===== config.mk =====
export PLATFORM = sky130hd
export DESIGN_NAME = gated_laser_pulse_control
export DESIGN_NICKNAME = d
export VERILOG_FILES = /design/src/include/laser_pkg.sv /design/src/core/gate_sync.sv /design/src/core/gated_laser_pulse_control.sv
export SDC_FILE = /design/constraint.sdc
export NUM_CORES = 1
export LEC_CHECK = 0
export BUFFER_PORTS_ARGS = -buffer_cell sky130_fd_sc_hd__buf_2
export CAP_MARGIN = 20
export CORE_MARGIN = 3
export CORE_UTILIZATION = 50
export DETAILED_ROUTE_END_ITERATION = 16
export GPL_ROUTABILITY_DRIVEN = 0
export GPL_TIMING_DRIVEN = 0
export PLACE_DENSITY_LB_ADDON = 0.08
export SETUP_SLACK_MARGIN = 0.5
export SYNTH_ARGS = -nofsm -noshare
export SYNTH_HDL_FRONTEND = slang
export SYNTH_HIERARCHICAL = 1
export SYNTH_SLANG_ARGS = --single-unit

===== constraint.sdc =====
create_clock -name CLK -period 5.25 [get_ports CLK]
set_input_delay 0.7875 -clock CLK [delete_from_list [all_inputs] [get_ports CLK]]
set_output_delay 0.7875 -clock CLK [all_outputs]
set_load 0.01 [all_outputs]

===== src/include/laser_pkg.sv =====
// Constants, register map and types of the gated laser pulse controller
package laser_pkg;

  typedef enum logic [1:0] {
    MODE_OFF = 2'b00,
    MODE_INT = 2'b01,
    MODE_EXT = 2'b10,
    MODE_RSV = 2'b11
  } mode_t;

  // Pulse timer runs on CLK
  localparam int unsigned CLK_PERIOD_NS = 100;
  localparam int unsigned MIN_WIDTH_NS = 300;
  localparam int unsigned MIN_WIDTH_CYC = (MIN_WIDTH_NS + CLK_PERIOD_NS - 1) / CLK_PERIOD_NS;
  localparam int unsigned ON_LIMIT_MS = 50;
  localparam int unsigned ON_LIMIT_CYC = (ON_LIMIT_MS * 1000000) / CLK_PERIOD_NS;
  localparam int unsigned ON_CNT_W = 20;

  // Register byte addresses
  localparam logic [7:0] CTRL_OFF = 8'h00;
  localparam logic [7:0] PERIOD_OFF = 8'h04;
  localparam logic [7:0] WIDTH_OFF = 8'h08;
  localparam logic [7:0] CURLIM_OFF = 8'h0C;
  localparam logic [7:0] STATUS_OFF = 8'h10;

  // Field positions
  localparam int unsigned CTRL_MODE_LSB = 0;
  localparam int unsigned CTRL_CLEAR_BIT = 8;
  localparam int unsigned ST_OV_BIT = 0;
  localparam int unsigned ST_UV_BIT = 1;
  localparam int unsigned ST_OC_BIT = 2;
  localparam int unsigned ST_TRIP_BIT = 3;
  localparam int unsigned ST_ON_BIT = 4;
  localparam int unsigned ST_GATE_BIT = 5;
  localparam int unsigned ST_RUN_BIT = 6;

  // Reset values and built-in current ceiling
  localparam logic [15:0] PERIOD_RST = 16'h0064;
  localparam logic [15:0] WIDTH_RST = 16'h0003;
  localparam logic [15:0] CURLIM_RST = 16'h0000;
  localparam logic [15:0] CURRENT_CEILING = 16'h8000;

endpackage : laser_pkg


===== src/core/gate_sync.sv =====
// Two-stage synchroniser for asynchronous level inputs
`timescale 1ns/1ps
`default_nettype none
module gate_sync #(
  parameter int unsigned W = 1
) (
  // Clock and reset
  input wire logic clk,
  input wire logic resetn,
  // Levels
  input wire logic [W-1:0] d,
  output logic [W-1:0] q
);

  logic [W-1:0] meta_reg;

  always_ff @(posedge clk or negedge resetn) begin
    if (!resetn) begin
      meta_reg <= '0;
      q <= '0;
    end else begin
      meta_reg <= d;
      q <= meta_reg;
    end
  end

endmodule : gate_sync
`default_nettype wire


===== src/core/gated_laser_pulse_control.sv =====
// Pulse generator, permit gating, on-time limit and fault latch with APB registers
`timescale 1ns/1ps
`default_nettype none
// How it works
// - Output only with arm and safety permits
// - Laser-on line copies active modulation
// - External mode: pulses only while gate high
// - Gate is envelope; internal settings shape pulses
// - Width at least period gives continuous on
// - Gate over 50 ms forces off till low
// - Any on-time over 50 ms shuts output
// - Status faults stop the laser-on line
// - Fault indicator high while fault blocks output
// - Faults latch until software clear
// - Ready when idle, running in internal/external mode or faulted
// - External mode uses only user current limit
// - Modes off, internal (min 300 ns), external
// - Pulse timer free-runs, unsynced to gate
// - Period and width in timer cycles
// - Stored settings restored at power up
module gated_laser_pulse_control import laser_pkg::*; #(
  parameter int unsigned ON_LIMIT = ON_LIMIT_CYC
) (
  // Clock and reset
  input wire logic CLK,
  input wire logic RESETN,
  // APB slave
  input wire logic PSEL,
  input wire logic PENABLE,
  input wire logic PWRITE,
  input wire logic [7:0] PADDR,
  input wire logic [31:0] PWDATA,
  output logic [31:0] PRDATA,
  output logic PREADY,
  output logic PSLVERR,
  // Stored settings sampled after reset
  input wire logic [1:0] STORED_MODE,
  input wire logic [15:0] STORED_PERIOD,
  input wire logic [15:0] STORED_WIDTH,
  input wire logic [15:0] STORED_CURLIM,
  // Permits, gate and supervision
  input wire logic SUPPLY_REGULATOR_PERMIT,
  input wire logic ARM_PERMIT,
  input wire logic SAFETY_PERMIT,
  input wire logic EXTERNAL_GATE_IN,
  input wire logic OVERVOLTAGE,
  input wire logic UNDERVOLTAGE,
  input wire logic [15:0] PULSE_CURRENT,
  // Drive and indicators
  output logic LASER_ON,
  output logic FAULT_IND,
  output logic READY_IND,
  output logic RUNNING_IND
);

  mode_t mode_reg;
  logic [15:0] period_reg;
  logic [15:0] width_reg;
  logic [15:0] curlim_reg;
  logic boot_reg;
  logic [2:0] fault_reg;
  logic [2:0] fault_next;
  logic [15:0] cnt_reg;
  logic [ON_CNT_W-1:0] on_cnt_reg;
  logic trip_reg;
  logic gate_s;
  logic clr_pulse;
  logic wr_en;
  logic setup;
  logic [15:0] width_eff;
  logic [15:0] limit_eff;
  logic cw;
  logic raw_pulse;
  logic src_on;
  logic track;
  logic permits;
  logic drive_next;
  logic oc_det;
  logic at_limit;
  logic [31:0] rdata_next;
  logic map_hit;

  // Asynchronous gate taken into CLK domain
  gate_sync #(.W(1)) u_gate_sync (
    .clk(CLK),
    .resetn(RESETN),
    .d(EXTERNAL_GATE_IN),
    .q(gate_s)
  );

  // APB: setup cycle registers the answer, access cycle completes
  assign setup = PSEL && !PENABLE;
  assign wr_en = PSEL && PENABLE && PREADY && PWRITE && !PSLVERR;
  assign clr_pulse = wr_en && (PADDR == CTRL_OFF) && PWDATA[CTRL_CLEAR_BIT];

  always_comb begin
    map_hit = 1'b1;
    rdata_next = 32'h0000_0000;
    case (PADDR)
      CTRL_OFF: rdata_next[CTRL_MODE_LSB +: 2] = mode_reg;
      PERIOD_OFF: rdata_next[15:0] = period_reg;
      WIDTH_OFF: rdata_next[15:0] = width_reg;
      CURLIM_OFF: rdata_next[15:0] = curlim_reg;
      STATUS_OFF: begin
        rdata_next[ST_OV_BIT] = fault_reg[0];
        rdata_next[ST_UV_BIT] = fault_reg[1];
        rdata_next[ST_OC_BIT] = fault_reg[2];
        rdata_next[ST_TRIP_BIT] = trip_reg;
        rdata_next[ST_ON_BIT] = LASER_ON;
        rdata_next[ST_GATE_BIT] = gate_s;
        rdata_next[ST_RUN_BIT] = RUNNING_IND;
      end
      default: map_hit = 1'b0;
    endcase
  end

  always_ff @(posedge CLK or negedge RESETN) begin
    if (!RESETN) begin
      PREADY <= 1'b0;
      PSLVERR <= 1'b0;
      PRDATA <= 32'h0000_0000;
    end else begin
      PREADY <= setup;
      if (setup) begin
        PSLVERR <= !map_hit;
        PRDATA <= PWRITE ? 32'h0000_0000 : rdata_next;
      end
    end
  end

  // Settings: stored copy loaded once, then software writes
  always_ff @(posedge CLK or negedge RESETN) begin
    if (!RESETN) begin
      boot_reg <= 1'b1;
      mode_reg <= MODE_OFF;
      period_reg <= PERIOD_RST;
      width_reg <= WIDTH_RST;
      curlim_reg <= CURLIM_RST;
    end else if (boot_reg) begin
      boot_reg <= 1'b0;
      mode_reg <= mode_t'(STORED_MODE);
      period_reg <= STORED_PERIOD;
      width_reg <= STORED_WIDTH;
      curlim_reg <= STORED_CURLIM;
    end else if (wr_en) begin
      case (PADDR)
        CTRL_OFF: mode_reg <= mode_t'(PWDATA[CTRL_MODE_LSB +: 2]);
        PERIOD_OFF: period_reg <= PWDATA[15:0];
        WIDTH_OFF: width_reg <= PWDATA[15:0];
        CURLIM_OFF: curlim_reg <= PWDATA[15:0];
        default: ;
      endcase
    end
  end

  // Free-running period counter, never restarted by the gate
  always_ff @(posedge CLK or negedge RESETN) begin
    if (!RESETN) begin
      cnt_reg <= 16'h0000;
    end else if (cnt_reg >= period_reg - 16'h0001 || period_reg == 16'h0000) begin
      cnt_reg <= 16'h0000;
    end else begin
      cnt_reg <= cnt_reg + 16'h0001;
    end
  end

  // Internal mode never pulses narrower than the floor
  assign width_eff = (mode_reg == MODE_INT && width_reg < 16'(MIN_WIDTH_CYC)) ?
                     16'(MIN_WIDTH_CYC) : width_reg;
  assign cw = width_eff >= period_reg;
  assign raw_pulse = cw || (cnt_reg < width_eff);

  // One source per mode; code 3 behaves as off
  always_comb begin
    case (mode_reg)
      MODE_INT: src_on = raw_pulse;
      MODE_EXT: src_on = raw_pulse && gate_s;
      default: src_on = 1'b0;
    endcase
  end

  // External mode times the gate, others the pulse itself
  assign track = (mode_reg == MODE_EXT) ? gate_s : src_on;
  assign at_limit = track && (on_cnt_reg >= ON_CNT_W'(ON_LIMIT - 1));

  always_ff @(posedge CLK or negedge RESETN) begin
    if (!RESETN) begin
      on_cnt_reg <= '0;
    end else if (!track) begin
      on_cnt_reg <= '0;
    end else if (!at_limit) begin
      on_cnt_reg <= on_cnt_reg + 1'b1;
    end
  end

  // Trip held until the gate or the pulse falls
  always_ff @(posedge CLK or negedge RESETN) begin
    if (!RESETN) begin
      trip_reg <= 1'b0;
    end else if (at_limit) begin
      trip_reg <= 1'b1;
    end else if (!track) begin
      trip_reg <= 1'b0;
    end
  end

  // Built-in ceiling applies outside external mode only
  assign limit_eff = (mode_reg == MODE_EXT || curlim_reg < CURRENT_CEILING) ?
                     curlim_reg : CURRENT_CEILING;
  assign oc_det = LASER_ON && (PULSE_CURRENT > limit_eff);

  // New fault events beat a clear in the same cycle
  always_comb begin
    fault_next = clr_pulse ? 3'h0 : fault_reg;
    fault_next = fault_next | {oc_det, UNDERVOLTAGE, OVERVOLTAGE};
  end

  always_ff @(posedge CLK or negedge RESETN) begin
    if (!RESETN) begin
      fault_reg <= 3'h0;
    end else begin
      fault_reg <= fault_next;
    end
  end

  assign permits = ARM_PERMIT && SAFETY_PERMIT && SUPPLY_REGULATOR_PERMIT;
  assign drive_next = src_on && permits && !trip_reg && !at_limit &&
                      (fault_next == 3'h0);

  always_ff @(posedge CLK or negedge RESETN) begin
    if (!RESETN) begin
      LASER_ON <= 1'b0;
    end else begin
      LASER_ON <= drive_next;
    end
  end

  always_ff @(posedge CLK or negedge RESETN) begin
    if (!RESETN) begin
      FAULT_IND <= 1'b0;
      READY_IND <= 1'b0;
      RUNNING_IND <= 1'b0;
    end else begin
      FAULT_IND <= fault_next != 3'h0;
      RUNNING_IND <= (mode_reg == MODE_INT || mode_reg == MODE_EXT) ||
                     fault_next != 3'h0;
      READY_IND <= !((mode_reg == MODE_INT || mode_reg == MODE_EXT) ||
                     fault_next != 3'h0);
    end
  end
endmodule : gated_laser_pulse_control
`default_nettype wire


==> results.json, run 1 <==
{
  "outcome": "completed",
  "cts_buffer_depth": 2,
  "nets": 1179,
  "grt_max_degree": 96,
  "leakage_nw": 4.43,
  "antenna_found_initial": 0,
  "dr_total_vias": 6758,
  "period_minus_slack_ns": 3.80,
  "ant_nets": 0,
  "start_util": 0.519,
  "postCtsSetupBuffers": 0,
  "cp.depth": 14,
  "skew_ns": 0.00618,
  "critPathCapture": "on_cnt_reg[14]$_DFFE_PN0P_",
  "synthArstFlopShare": 1.00,
  "final_common_cell": "buf_2",
  "ys_warn_count": 6,
  "ys.flop_type": "dfrtp_1",
  "r2r-start": "mode_reg[1]$_DFFE_PN0P_",
  "min_path_type": "input pin to asynchronous set/reset pin",
  "slew_violations": 0,
  "power.share.sequential": 0.349,
  "crit_slowest_cell": "o311ai_1",
  "cp.arrival_ns": 4.07,
  "power_density_nw_per_um2": 325,
  "clk_pin_slew_ns": 0.06,
  "grt.total_usage": 0.268,
  "fmax_ghz": 0.263,
  "die_y_um": 130,
  "ys_seq_elements": 115,
  "cts_tree": "built",
  "fin_crit_sh": 0.724,
  "cts.hold.buffers_added": 0,
  "p_int_mw": 2.20,
  "drive_gt1_frac": 0.204,
  "avgViaCountPerCell": 5.67,
  "cp_top_family": "simple AND/OR/NAND/NOR gates",
  "vdd_ir_drop_max_v": 0.000217,
  "crit_chain": "inv_1 -> ha_1 -> nor4b_1 -> and4_1 -> or2_2 -> inv_1 -> ha_1 -> nand3_1 -> or3_1 -> o221ai_1 -> a211oi_1 -> o311ai_1 -> buf_2 -> a21oi_1",
  "cp-end-kind": "register",
  "required_ns": 5.52,
  "setup_viol": 0,
  "std_cell_rows": 44,
  "drt-pass1-iter-count": 6,
  "avgSynthCellArea_um2": 9.15,
  "area_growth_pct": 21.6,
  "clock_sinks": 115,
  "ios": 155,
  "r2r_cells": 14,
  "p_switching_mw": 0.828,
  "hpwl_mm": 16.7,
  "critical_path_class": "register to register",
  "cts_resized": 0,
  "die_w_um": 130,
  "power_frac_comb": 0.172,
  "pwr-share-clk": 0.478,
  "crit_fanout": 10,
  "core_um2": 14800,
  "grt_overflow": 0,
  "die-area_um2": 16800,
  "diodes": 0,
  "io_buffers": 120,
  "root_buffer": "clkbuf_16",
  "grt_pass1_vias": 6499,
  "seq_area_frac_synth": 0.376,
  "synthDistinctLibCells": 67,
  "crit_buf_inv": 3,
  "synth_area_um2": 7660,
  "r2r_end": "on_cnt_reg[14]$_DFFE_PN0P_",
  "crit_start": "mode_reg[1]$_DFFE_PN0P_",
  "h-tree-depth": 4,
  "drt_wl_total_mm": 22.0,
  "cap_violations": 0,
  "drc": 0,
  "largest_register_ffs": 20,
  "wl_per_cell_um": 18.4,
  "relSlewSlack": 0.588,
  "hold_viol_final": 0,
  "rsz0062_at_grt": "false",
  "drtIter0Drc": 536,
  "synth_edf_count": 0,
  "grt_pass1_wl_mm": 34.9,
  "power_mw": 3.03,
  "fin_setup_tns_ns": 0,
  "critPathMaxStageDelay_ns": 0.53,
  "ff2ff_setup_slack_ns": 1.45,
  "worst_pin_slew_ns": 0.618,
  "clk_latency_ns": 0.42,
  "final_cell_mix": "buf_2 (123), nand2_1 (110), dfrtp_1 (109)",
  "synthCells": 838,
  "cts_buffers": 17,
  "switching_share": 0.274,
  "startpoint_type": "register"
}
==> synth_stat cells (4+ instances only) <==
library cell | count | area (um2)
nand2_1 | 110 | 413
nand4_1 | 13 | 81.3
mux2i_1 | 51 | 510
nor2b_1 | 5 | 31.3
nand3_1 | 18 | 90.1
ha_1 | 68 | 851
nor3_1 | 15 | 75.1
a22o_1 | 9 | 78.8
buf_4 | 21 | 158
dfrtp_1 | 109 | 2730
a31oi_1 | 4 | 25.0
a21oi_2 | 4 | 35.0
o21ai_0 | 80 | 400
dfstp_2 | 6 | 158
clkbuf_1 | 35 | 131
xnor2_1 | 36 | 315
or3_1 | 4 | 25.0
nor4_1 | 12 | 75.1
or4_1 | 5 | 37.5
a21oi_1 | 31 | 155
a22oi_1 | 9 | 67.6
a21o_1 | 11 | 82.6
buf_2 | 4 | 20.0
inv_1 | 45 | 169
and4_1 | 5 | 43.8
nand2b_1 | 8 | 50.1
and3_1 | 13 | 81.3
xor2_1 | 7 | 61.3
a222oi_1 | 5 | 50.1
nor2_1 | 41 | 154
==> kinds of logic (layout without fill, tap and decap cells) <==
| group | count (synthesis) | in the layout | synth area share |
|---|---|---|---|
| other | 1 | 17 | 0.000489 |
| XOR/XNOR | 43 | 43 | 0.0491 |
| adder cells (fa/ha/maj) | 68 | 68 | 0.111 |
| buffers and inverters | 110 | 263 | 0.0678 |
| flip-flops | 115 | 115 | 0.376 |
| AO/OA/AOI/OAI | 179 | 179 | 0.144 |
| multiplexers | 53 | 53 | 0.0725 |
| AND/OR/NAND/NOR | 269 | 269 | 0.179 |
==> power groups by stage <==
stage | registers (mW) | logic, mW | clock network (mW)
global placement | 1.07 | 0.502 | 0
detailed placement | 1.07 | 0.517 | 0
global route | 1.07 | 0.602 | 1.50
finish | 1.06 | 0.522 | 1.45
floorplan | 1.03 | 0.353 | 0
CTS | 1.06 | 0.523 | 1.46
==> worst min path at each step <==
stage / start / end / slack (ns) / depth (start not counted)
2_1_floorplan: u_gate_sync/meta_reg$_DFF_PN0_ / u_gate_sync/q$_DFF_PN0_ / 0.33 / 0
3_3_place_gp: u_gate_sync/meta_reg$_DFF_PN0_ / u_gate_sync/q$_DFF_PN0_ / 0.33 / 0
3_5_place_dp: u_gate_sync/meta_reg$_DFF_PN0_ / u_gate_sync/q$_DFF_PN0_ / 0.34 / 0
4_1_cts: RESETN / cnt_reg[13]$_DFF_PN0_ / 0.21 / 1
5_1_grt: RESETN / cnt_reg[1]$_DFF_PN0_ / 0.21 / 1
6_report: RESETN / cnt_reg[14]$_DFF_PN0_ / 0.21 / 1
==> stage by stage <==
stage	hold WS, ns	cell area (um2)	utilization	worst slack [ns]	std cells
2_1_floorplan	0.331	7720	-	2.16	854
3_3_place_gp	0.333	8550	0.580	1.49	1158
3_5_place_dp	0.336	8590	0.582	1.50	1159
4_1_cts	0.206	9320	0.632	1.43	1191
5_1_grt	0.210	9320	0.632	1.18	1191
6_report	0.213	9320	0.632	1.45	1191
==> routing by layer <==
layer	track usage	routed length, um	vias up
li1	-	-	3257
met1	0.394	10400	3227
met2	0.404	9710	251
met3	0.0585	1640	23
met4	0.0666	263	0
met5	0	0	-
==> worst register-to-register path, delay by kind of cell (launching register included) <==
family | cells | cell delay [ns]
simple gates | 5 | 1.22
flops | 1 | 0.42
compound gates | 4 | 1.02
buf+inv | 3 | 0.47
fa+ha+maj | 2 | 0.50
==> area by class of cell <==
cell class                      instances  area, um2
Inverter                               45        169
Timing Repair Buffer                  121        634
Clock inverter                         13        277
Clock buffer                           19        453
Buffer                                 65        350
Sequential cell                       115       2890
Tap cell                              184        230
Fill cell                            1295       5440
Multi-Input combinational cell        629       4320
Power figures use the tool's default switching activity.
==> inputs of run 2 (changes only) <==
==> constraint.sdc (replaced) <==
create_clock -name CLK -period 3.4 [get_ports CLK]
set_input_delay 0.51 -clock CLK [delete_from_list [all_inputs] [get_ports CLK]]
set_output_delay 0.51 -clock CLK [all_outputs]
set_load 0.01 [all_outputs]
==> run 2 against run 1 <==
Sequential power grew 55%. Register-to-register slack lost 1.2 ns. Power grew 52%. Final cell count grew 2.4%. Largest cell class unchanged.
==> results.json, run 2 (synthesis results as in run 1) <==
{
  "place_inst": 1159,
  "power_mw": 4.61,
  "finish.utilization": 0.667,
  "outcome": "completed",
  "largest_register_ffs": 20,
  "stdcell_area_um2": 9840,
  "h-tree-depth": 4,
  "cap_violations": 0,
  "crit_fanout": 5,
  "nFillCells": 1223,
  "cp.arrival_ns": 3.38,
  "cts_buffer_depth": 2,
  "std_cell_rows": 44,
  "ios": 155,
  "hold_start": "EXTERNAL_GATE_IN",
  "final_cell_mix": "buf_2 (121), nand2_1 (109), dfrtp_1 (107)",
  "worst_pin_slew_ns": 0.764,
  "fin_ws_ns": 0.292,
  "area_growth_pct": 28.4,
  "cts_tree": "built",
  "grt_max_degree": 98,
  "rsz0062_at_grt": "true",
  "die_y_um": 130,
  "relSlewSlack": 0.491,
  "required_ns": 3.67,
  "antenna_found_initial": 0,
  "drtIter0Drc": 709,
  "drive_gt1_frac": 0.277,
  "whs_ns": 0.188,
  "grt_pass1_vias": 6688,
  "grt_overflow": 0,
  "core_um2": 14800,
  "final_common_cell": "buf_2",
  "setup_viol": 0,
  "io_buffers": 120,
  "r2r_end": "on_cnt_reg[5]$_DFFE_PN0P_",
  "skew_ns": 0.00619,
  "hold_depth": 1,
  "cp-end-kind": "register",
  "hold_viol_final": 0,
  "fin_crit_sh": 0.914,
  "start_util": 0.519,
  "slew_violations": 0,
  "r2r_cells": 15,
  "vdd_ir_drop_max_v": 0.000366,
  "wl_per_cell_um": 18.9,
  "ant_nets": 0,
  "dpl_worst_slack_ns": -0.354,
  "hold-path-endpoint": "u_gate_sync/meta_reg$_DFF_PN0_",
  "startpoint_type": "register",
  "clk_latency_ns": 0.43,
  "nets": 1207,
  "grt_pass1_wl_mm": 36.0,
  "ff2ff_setup_slack_ns": 0.29,
  "critical_path_class": "register to register",
  "dr_total_vias": 6964,
  "finalNonFillerCells": 1219,
  "drt-pass1-iter-count": 5,
  "power_density_nw_per_um2": 469,
  "cts_buffers": 17,
  "root_buffer": "clkbuf_16",
  "fmax_ghz": 0.322,
  "fin_setup_tns_ns": 0,
  "drt_wl_total_mm": 23.0,
  "r2r-start": "mode_reg[1]$_DFFE_PN0P_",
  "avgViaCountPerCell": 5.71,
  "place_area_um2": 8610,
  "clk_pin_slew_ns": 0.06,
  "hpwl_mm": 16.7,
  "min_path_type": "input pin to register",
  "leakage_nw": 4.58,
  "die_w_um": 130,
  "diodes": 0,
  "period_minus_slack_ns": 3.11,
  "die-area_um2": 16800,
  "grt.total_usage": 0.277,
  "clock_sinks": 115,
  "drc": 0
}
## run 2: worst max path at each step
stage / start / end / slack (ns)
2_1_floorplan: period_reg[0]$_DFFE_PN0P_ / cnt_reg[10]$_DFF_PN0_ / 0.34
3_3_place_gp: mode_reg[1]$_DFFE_PN0P_ / on_cnt_reg[0]$_DFFE_PN0P_ / -0.35
3_5_place_dp: mode_reg[1]$_DFFE_PN0P_ / on_cnt_reg[5]$_DFFE_PN0P_ / -0.35
4_1_cts: period_reg[7]$_DFFE_PN0P_ / cnt_reg[0]$_DFF_PN0_ / 0.34
5_1_grt: period_reg[0]$_DFFE_PN0P_ / cnt_reg[9]$_DFF_PN0_ / 0.19
6_report: mode_reg[1]$_DFFE_PN0P_ / on_cnt_reg[5]$_DFFE_PN0P_ / 0.29
## run 2: critical path: stages (launching register included)
cell	delay [ns]
dfrtp_1	0.41
inv_2	0.08
ha_4	0.15
nor4b_4	0.21
and4_4	0.28
or2_4	0.15
inv_4	0.04
ha_4	0.26
nand3_2	0.07
or3_4	0.35
o221ai_4	0.21
a211oi_4	0.11
o311ai_4	0.24
buf_6	0.18
buf_6	0.13
a21oi_1	0.08
## run 2: metal layers
| layer | up-vias | routed length [um] | GRT usage | share of wire |
|---|---|---|---|---|
| li1 | 3309 | - | - | - |
| met1 | 3311 | 10600 | 0.414 | 0.46 |
| met2 | 302 | 10100 | 0.410 | 0.44 |
| met3 | 42 | 1760 | 0.0503 | 0.077 |
| met4 | 0 | 520 | 0.0868 | 0.023 |
| met5 | - | 0 | 0 | 0 |
## run 2: report_power, final
part,switching (mW),internal (mW)
Sequential,0.164,1.47
Clock,0.681,1.30
Combinational,0.546,0.452
Total,1.39,3.22
## run 2: what timing repair did
| item | 4_1_cts | 5_1_grt |
|---|---|---|
| resized for setup | 70 | 16 |
| buffers inserted | 21 | 3 |
| setup endpoints to repair | 42 | 42 |
| pin swaps | 42 | 8 |
| cloned | 3 | 0 |
| hold buffers | 1 | 0 |
| hold endpoints to repair | 18 | 0 |
## run 2: area by class of cell
class	instances	area, um2	area share
Buffer	65	374	0.0380
Clock buffer	18	429	0.0436
Clock inverter	14	210	0.0214
Inverter	45	171	0.0174
Multi-Input combinational cell	629	4670	0.475
Sequential cell	115	2890	0.293
Tap cell	184	230	0.0234
Timing Repair Buffer	149	866	0.0880
